$ cat src/alc_defs.svh
// Offsets, field positions, reset values and constants of the gain loop control registers.
`ifndef ALC_DEFS_SVH
`define ALC_DEFS_SVH
`define ALC_ADDR_W      5
`define ALC_OFS_CTRL    5'h14
`define ALC_OFS_CNT_LO  5'h15
`define ALC_OFS_CNT_HI  5'h16
`define ALC_OFS_IC_A    5'h17
`define ALC_OFS_IC_B    5'h18
`define ALC_OFS_RB_A    5'h19
`define ALC_OFS_RB_B    5'h1A
`define ALC_BIT_EXP     0
`define ALC_BIT_CONT    1
`define ALC_BIT_RELOAD  2
`define ALC_BIT_FREEZE  3
`define ALC_BIT_SHIFT   4
`define ALC_CTRL_W      6
`define ALC_CTRL_RESET  6'h02
`define ALC_CNT_RESET   16'h0000
`define ALC_IC_RESET    8'h00
`define ALC_EXP_FORCED  3'h7
`endif

$ cat src/alc_pkg.sv
// Types shared by the gain loop control registers.
package alc_pkg;
   typedef struct packed {
      logic [1:0] loop_shift;
      logic       freeze;
      logic       reload;
      logic       cont_run;
      logic       exp_ovr;
   } alc_ctrl_t;

   typedef struct packed {
      logic       wr;
      logic       rd;
      logic [4:0] addr;
      logic [7:0] wdata;
   } alc_host_t;

   typedef enum logic [1:0] {
      ALC_IDLE,
      ALC_GATED,
      ALC_CONT
   } alc_state_t;
endpackage

$ cat src/alc_loop_ctrl.sv
// Control and initial-condition registers of the dual-channel gain loop.
`timescale 1ns/1ps
`include "alc_defs.svh"

module alc_loop_ctrl
   import alc_pkg::*;
(
   // Clock, reset and enable.
   input  wire logic        i_clk_sys,
   input  wire logic        i_arst_n,
   input  wire logic        i_ce,
   // Host register port.
   input  wire alc_host_t   i_host,
   output logic [7:0]       o_rdata,
   output logic             o_rvalid,
   // Gain loop inputs.
   input  wire logic        i_agc_gate_pin,
   input  wire logic [2:0]  i_exp_a,
   input  wire logic [2:0]  i_exp_b,
   input  wire logic [7:0]  i_integ_msb_a,
   input  wire logic [7:0]  i_integ_msb_b,
   // Gain loop controls.
   output logic [2:0]       o_exp_a,
   output logic [2:0]       o_exp_b,
   output logic             o_loop_active,
   output logic             o_integ_load,
   output logic             o_integ_hold,
   output logic [1:0]       o_loop_shift,
   output logic [7:0]       o_start_level_a,
   output logic [7:0]       o_start_level_b
);

   // =====================================================================
   // Address decode.
   // =====================================================================
   // Tells whether an access targets a given offset.
   function automatic logic hit(input logic [4:0] addr, input logic [4:0] ofs);
      hit = (addr == ofs);
   endfunction

   // =====================================================================
   // Register file.
   // =====================================================================
   alc_ctrl_t   ctrl;
   alc_ctrl_t   next_ctrl;
   logic [15:0] active_cycles;
   logic [15:0] next_active_cycles;
   logic [7:0]  start_a;
   logic [7:0]  next_start_a;
   logic [7:0]  start_b;
   logic [7:0]  next_start_b;
   logic [7:0]  next_rdata;
   logic        next_rvalid;

   always_comb begin
      next_ctrl          = ctrl;
      next_active_cycles = active_cycles;
      next_start_a       = start_a;
      next_start_b       = start_b;
      next_rdata         = o_rdata;
      next_rvalid        = 1'b0;
      if (i_host.wr) begin
         if (hit(i_host.addr, `ALC_OFS_CTRL)) begin
            next_ctrl = i_host.wdata[`ALC_CTRL_W-1:0];
         end
         if (hit(i_host.addr, `ALC_OFS_CNT_LO)) begin
            next_active_cycles[7:0] = i_host.wdata;
         end
         if (hit(i_host.addr, `ALC_OFS_CNT_HI)) begin
            next_active_cycles[15:8] = i_host.wdata;
         end
         if (hit(i_host.addr, `ALC_OFS_IC_A)) begin
            next_start_a = i_host.wdata;
         end
         if (hit(i_host.addr, `ALC_OFS_IC_B)) begin
            next_start_b = i_host.wdata;
         end
      end
      if (i_host.rd) begin
         next_rvalid = 1'b1;
         next_rdata  = 8'h00;
         if (hit(i_host.addr, `ALC_OFS_CTRL)) begin
            next_rdata = {2'h0, ctrl};
         end
         if (hit(i_host.addr, `ALC_OFS_CNT_LO)) begin
            next_rdata = active_cycles[7:0];
         end
         if (hit(i_host.addr, `ALC_OFS_CNT_HI)) begin
            next_rdata = active_cycles[15:8];
         end
         if (hit(i_host.addr, `ALC_OFS_IC_A)) begin
            next_rdata = start_a;
         end
         if (hit(i_host.addr, `ALC_OFS_IC_B)) begin
            next_rdata = start_b;
         end
         if (hit(i_host.addr, `ALC_OFS_RB_A)) begin
            next_rdata = i_integ_msb_a;
         end
         if (hit(i_host.addr, `ALC_OFS_RB_B)) begin
            next_rdata = i_integ_msb_b;
         end
      end
   end

   always_ff @(posedge i_clk_sys or negedge i_arst_n) begin
      if (!i_arst_n) begin
         ctrl          <= `ALC_CTRL_RESET;
         active_cycles <= `ALC_CNT_RESET;
         start_a       <= `ALC_IC_RESET;
         start_b       <= `ALC_IC_RESET;
         o_rdata       <= 8'h00;
         o_rvalid      <= 1'b0;
      end else if (i_ce) begin
         ctrl          <= next_ctrl;
         active_cycles <= next_active_cycles;
         start_a       <= next_start_a;
         start_b       <= next_start_b;
         o_rdata       <= next_rdata;
         o_rvalid      <= next_rvalid;
      end
   end

   // =====================================================================
   // Loop activity sequencer.
   // =====================================================================
   alc_state_t  state;
   alc_state_t  next_state;
   logic [15:0] remain;
   logic [15:0] next_remain;
   logic        gate_q;
   logic        gate_rise;
   logic        next_active;

   assign gate_rise = i_agc_gate_pin & ~gate_q;

   always_comb begin
      next_state  = state;
      next_remain = remain;
      unique case (state)
         ALC_IDLE: begin
            if (ctrl.cont_run) begin
               next_state = ALC_CONT;
            end else if (gate_rise && (active_cycles != 16'h0000)) begin
               next_state  = ALC_GATED;
               next_remain = active_cycles;
            end
         end
         ALC_GATED: begin
            if (ctrl.cont_run) begin
               next_state  = ALC_CONT;
               next_remain = 16'h0000;
            end else if (remain == 16'h0001) begin
               next_state  = ALC_IDLE;
               next_remain = 16'h0000;
            end else begin
               next_remain = remain - 16'h0001;
            end
         end
         ALC_CONT: begin
            if (!ctrl.cont_run) begin
               next_state = ALC_IDLE;
            end
         end
      endcase
   end

   assign next_active = (next_state != ALC_IDLE);

   always_ff @(posedge i_clk_sys or negedge i_arst_n) begin
      if (!i_arst_n) begin
         state  <= ALC_IDLE;
         remain <= 16'h0000;
         gate_q <= 1'b0;
      end else if (i_ce) begin
         state  <= next_state;
         remain <= next_remain;
         gate_q <= i_agc_gate_pin;
      end
   end

   // =====================================================================
   // Loop control outputs.
   // =====================================================================
   logic [2:0] next_exp_a;
   logic [2:0] next_exp_b;
   logic       next_load;

   always_comb begin
      next_exp_a = ctrl.exp_ovr ? `ALC_EXP_FORCED : i_exp_a;
      next_exp_b = ctrl.exp_ovr ? `ALC_EXP_FORCED : i_exp_b;
      next_load  = ctrl.reload & next_active & ~o_loop_active;
   end

   always_ff @(posedge i_clk_sys or negedge i_arst_n) begin
      if (!i_arst_n) begin
         o_exp_a         <= 3'h0;
         o_exp_b         <= 3'h0;
         o_loop_active   <= 1'b0;
         o_integ_load    <= 1'b0;
         o_integ_hold    <= 1'b0;
         o_loop_shift    <= 2'h0;
         o_start_level_a <= `ALC_IC_RESET;
         o_start_level_b <= `ALC_IC_RESET;
      end else if (i_ce) begin
         o_exp_a         <= next_exp_a;
         o_exp_b         <= next_exp_b;
         o_loop_active   <= next_active;
         o_integ_load    <= next_load;
         o_integ_hold    <= ctrl.freeze;
         o_loop_shift    <= ctrl.loop_shift;
         o_start_level_a <= start_a;
         o_start_level_b <= start_b;
      end
   end
endmodule

$ cat config.mk
export PLATFORM = sky130hd
export DESIGN_NAME = alc_loop_ctrl
export DESIGN_NICKNAME = d
export VERILOG_FILES = /design/src/alc_pkg.sv /design/src/alc_loop_ctrl.sv
export VERILOG_INCLUDE_DIRS = /design/src
export SDC_FILE = /design/constraint.sdc
export NUM_CORES = 1
export LEC_CHECK = 0
export BUFFER_PORTS_ARGS = -buffer_cell sky130_fd_sc_hd__buf_2
export CELL_PAD_IN_SITES_DETAIL_PLACEMENT = 1
export CELL_PAD_IN_SITES_GLOBAL_PLACEMENT = 2
export CORE_ASPECT_RATIO = 1.1
export CORE_MARGIN = 2
export CORE_UTILIZATION = 33
export DETAILED_ROUTE_END_ITERATION = 16
export PLACE_DENSITY = 0.84
export SLEW_MARGIN = 10
export SYNTH_ARGS = -nofsm -noshare
export SYNTH_HDL_FRONTEND = slang
export SYNTH_SLANG_ARGS = --single-unit
$ cat constraint.sdc
create_clock -name i_clk_sys -period 2.3 [get_ports i_clk_sys]
set_input_delay 0.69 -clock i_clk_sys [delete_from_list [all_inputs] [get_ports i_clk_sys]]
set_output_delay 0.69 -clock i_clk_sys [all_outputs]
set_load 0.05 [all_outputs]
# == After elaboration in Yosys (flattened, before gate mapping) ==
# Index checks and enable logic that the tools add are counted.
# word_totals
out_inout_bits,36
memories,0
wordCells,73
latch_bits,0
inputBits,41
mem_bits_ro,0
register_bits,93
mem_bits_rw,0
# classes
n_div,0
n_mul,0
n_addsub,1
n_lt_le_gt_ge,0
shifts,0
muxes,21
reduce_logical,12
n_bitwise,5
n_eq_ne,12
# ops
operator,count
2-to-1 mux 16 bit,4
2-to-1 mux 8 bit,6
"== test 5 bit, second input constant",7
one-hot mux 16 bit (2 select lines),1
"== test 16 x 1 -> 1 bit, second input constant",1
nonzero test 16 bit,1
"subtractor 16 x 1 -> 16 bit, second input constant",1
AND reduction 3 bit,5
2-to-1 mux 2 bit,5
2-to-1 mux 3 bit,2
2-to-1 mux 6 bit,1
one-hot mux 2 bit (3 select lines),1
"inequality test 2 bit, second input constant",2
AND reduction 4 bit,1
nonzero test 2 bit,2
bitwise AND 1 bit,3
"== test 2 x 1 -> 1 bit, second input constant",1
"== test 2 bit, second input constant",1
logical NOT 2 bit,1
NOT 1 bit,2
AND reduction 2 bit,1
logical AND 1 bit,1
2-to-1 mux 1 bit,1

# == Logic depth before layout (Yosys ltp) ==
# logic_depth
ltp_word,9
ltp_mapped,8

# == Worst setup path after synthesis ==
# No wires, ideal clock.
# synth_path
path_type,flip-flop to flip-flop
start,reg remain[4]
end,reg remain[12]
path_buffers,3
setup_time_ps,121
arrival_time_ps,2177
synth_period_minus_slack_ps,2298
path_slack_ps,2
stages_incl_launch_ff,9
t_required_ps,2179
cell_sequence,dfrtp_1 -> or3_1 -> buf_6 -> or4_4 -> buf_6 -> o21a_4 -> buf_6 -> a22o_1 -> a22o_1
# synth_between
elab_chain_len,4
elab_cells_between_ends,5
cone_classes,1 x add/sub; 1 x eq/ne; 3 x mux
# synth_lines
item,line,text
from (decl),alc_loop_ctrl.sv:129,logic [15:0] remain;
from (signal assigned),alc_loop_ctrl.sv:177,remain <= next_remain;
subtractor 16 x 1 -> 16 bit or == test 16 x 1 -> 1 bit (tied branches),"alc_loop_ctrl.sv:157, alc_loop_ctrl.sv:153",
2-to-1 mux 16 bit (*),alc_loop_ctrl.sv:153,end else if (remain == 16'h0001) begin
2-to-1 mux 16 bit (*),alc_loop_ctrl.sv:150,if (ctrl.cont_run) begin
one-hot mux 16 bit (2 select lines) (*),alc_loop_ctrl.sv:140,unique case (state)
# Every way passes the cells marked *; elsewhere a longest branch is shown, timed or not.
# A chain may end at the register's enable or synchronous reset.

# == Worst setup path in the final report ==
# layout_path
start,reg remain[8]
end,reg remain[2]
# layout_between
elab_chain_len,4
# layout_lines
item,line
== test 16 x 1 -> 1 bit,alc_loop_ctrl.sv:153
2-to-1 mux 16 bit,alc_loop_ctrl.sv:153
2-to-1 mux 16 bit,alc_loop_ctrl.sv:150
one-hot mux 16 bit (2 select lines),alc_loop_ctrl.sv:140
# Every way passes these cells.

==> impl_metrics.tcl <==
set metrics [dict create \
    status "completed" \
    dp_hpwl_um 9700 \
    die_x_um 116 \
    vias 3723 \
    grt_max_degree 52 \
    pin_count 77 \
    netSwitchingFraction_pct 36.5 \
    clkLatencyLatePin_ps 350 \
    slew_headroom_pct 66.8 \
    drive_gt1_share_pct 37.2 \
    cts_made_buffers 9 \
    gr-usage-all-layers_pct 18.7 \
    die_y_um 127 \
    ys_types 48 \
    fp-row-count 44 \
    synth-async-reset-ratio_pct 100 \
    yosysTopAreaCellShare_pct 50.7 \
    vdd_drop_max_uv 480 \
    diodes 0 \
    cts_root_buffer "clkbuf_16" \
    grt.overflow.total 0 \
    hold_buffers 0 \
    port_buffers 76 \
    worst_setup_path_end_kind "flop" \
    yosys.area.top_type "dfrtp_1" \
    seq_power_share_pct 38.2 \
    rsz0062_at_grt "false" \
    worstSetupStartpointType "flop" \
    cap_viol_max_count 0 \
    p_int_w 0.00378 \
    htreeDepth 3 \
    die_area_mm2 0.0147 \
    cts_tree "done" \
    synth.area.top_cells "dfrtp_1, mux2_2, o21ai_0" \
    synth_edf_count 0 \
    clkPwrFrac_pct 29.2 \
    register_area_mm2 0.00233 \
    syn_to_final_growth_pct 24.7 \
    worstPathArrival_ps 2440 \
    wl_per_cell_um 19.2 \
    tightest_slew_ps 493 \
    required_ps 2530 \
    p_comb_share_pct 32.5 \
    gp_congestion 0.860 \
    syn_area_mm2 0.00454 \
    synth_common_cells "dfrtp_1, mux2_2, nor2_1" \
    cts.path.max_buffers 2 \
    period_needed_ps 2200 \
    fin_nets 547 \
    drc 0 \
    cts.clk_slew.worst_paths_ps 70 \
    worst_clock_skew_ps 7.74 \
    initial_core_util_pct 34.1 \
    critical_path_class "flop to flop" \
    hold_violations 0 \
    p_sw_w 0.00217 \
    finalSetupTns_ps 0 \
    final_cells 690 \
    fmax_ghz 0.454 \
    fillCellCount 1527 \
    period_share_pct 95.8 \
    first_global_vias 3865 \
    core_mm2 0.0133 \
    synthCells 405 \
    synth_seq_cells 93 \
    drtIter0Drc 133 \
    synth_ff_type "dfrtp_1" \
    hold_class "input port to asynchronous set/reset pin" \
    multi_input_area_mm2 0.00206 \
    power_density_mw_per_mm2 1050 \
    drt_first_pass_iters 4 \
    yosysMostFrequentCell "dfrtp_1" \
    ys_warn_count 0 \
    finalSetupViolations 0 \
    seq_area_frac_synth_pct 51.2 \
    leakagePower_nw 2.64 \
    cp_max_fo 6 \
    dp_cells 671 \
    final_max_slew_viol_count 0 \
    ant_nets 0 \
    routed_via_density 5.40 \
    synth_nets 451 \
    antenna_found_initial 0 \
    totalWireLength_um 13300 \
    grt_pass1_wl_um 21400 \
    syn_avg_cell_area_um2 11.2 \
    clock_sinks 93 \
]
[cells in the final DEF (no fill, tap or decap), types with 9 or more instances in the layout]
cell type,instances
a21oi_1,23
a221oi_1,12
a22o_1,13
buf_2,75
buf_4,30
clkbuf_16,9
dfrtp_1,92
inv_1,15
mux2_2,58
nand2_1,13
nor2_1,29
nor3_1,12
nor4_1,9
o21ai_0,26
[state kept, by name, indices dropped and copies added (netlist names)]
name             cells
o_integ_hold         1
o_integ_load         1
o_start_level_a      8
o_loop_shift         2
start_a              8
ctrl                 6
o_exp_a              3
o_rvalid             1
o_start_level_b      8
active_cycles       16
start_b              8
gate_q               1
o_rdata              8
state                2
o_loop_active        1
remain              16
o_exp_b              3
[repair_timing]
| item | 4_1_cts | 5_1_grt |
|---|---|---|
| gates resized for setup | 0 | 2 |
| setup buffers | 0 | 2 |
| hold endpoints to repair | 0 | 0 |
| endpoints found under the setup margin | 0 | 3 |
[layer usage]
metal  GRT usage (%)  wire, um  up-vias
li1                -         -     1725
met5               0         0        -
met4            5.81       176        0
met3            2.66       370       11
met2            32.6      7130       62
met1            24.0      5610     1925
[worst max-delay path: stages, from the launching register on]
cell     delay, ps
dfrtp_1        410
or3_1          400
or4_4          550
o21a_4         250
a32o_1         260
a22o_1         220
[metrics by stage]
step | instance area (um2) | setup slack, ps | hold slack, ps | util [%] | total power [W]
after floorplan | 4540 | 1.64 | 394 | - | 0.00357
after CTS | 5640 | 38.0 | 292 | 42.3 | 0.00596
after global routing | 5670 | 13.5 | 291 | 42.5 | 0.00627
after detailed placement | 5290 | 48.7 | 481 | 39.7 | 0.00420
after global placement | 5290 | 75.7 | 478 | 39.7 | 0.00412
final | 5670 | 96.0 | 278 | 42.5 | 0.00595
[cell families (layout without fill, tap and decap cells)]
kind of cell	count (synthesis)	after routing	synth area share, %
AO/OA/AOI/OAI	117	118	18.1
flip-flops	93	93	51.2
AND/OR/NAND/NOR	87	87	9.77
multiplexers	64	64	15.7
adder cells (fa/ha/maj)	5	5	1.38
buffers and inverters	39	139	3.77
[final timing paths]
kind / startpoint / endpoint / slack [ps] / cells past startpoint
min in group i_clk_sys: remain[6] / remain[6] / 500 / 1
worst min-delay path: i_arst_n / remain[6] / 280 / 1
worst min register to register: remain[6] / remain[6] / 500 / 1
worst max register to register: remain[8] / remain[2] / 100 / 5
worst max-delay path: remain[8] / remain[2] / 100 / 5
max in group asynchronous: i_arst_n / ctrl[1] / 1380 / 2
[final cells by class]
cell class	instances	share of cell area, %
timing repair buffer	107	11.3
inverter	16	1.06
sequential	93	41.1
multi-input combinational	274	36.4
clock inverter	7	2.14
clock buffer	9	3.98
tap	184	4.06
[power by group through the flow]
stage | Clock (W) | Combinational [W] | Sequential [W]
6_report | 0.00174 | 0.00193 | 0.00227
5_1_grt | 0.00183 | 0.00211 | 0.00233
4_1_cts | 0.00177 | 0.00192 | 0.00227
3_5_place_dp | 0 | 0.00190 | 0.00229
3_3_place_gp | 0 | 0.00184 | 0.00228
2_1_floorplan | 0 | 0.00105 | 0.00252
(Power assumes the default switching activity.)
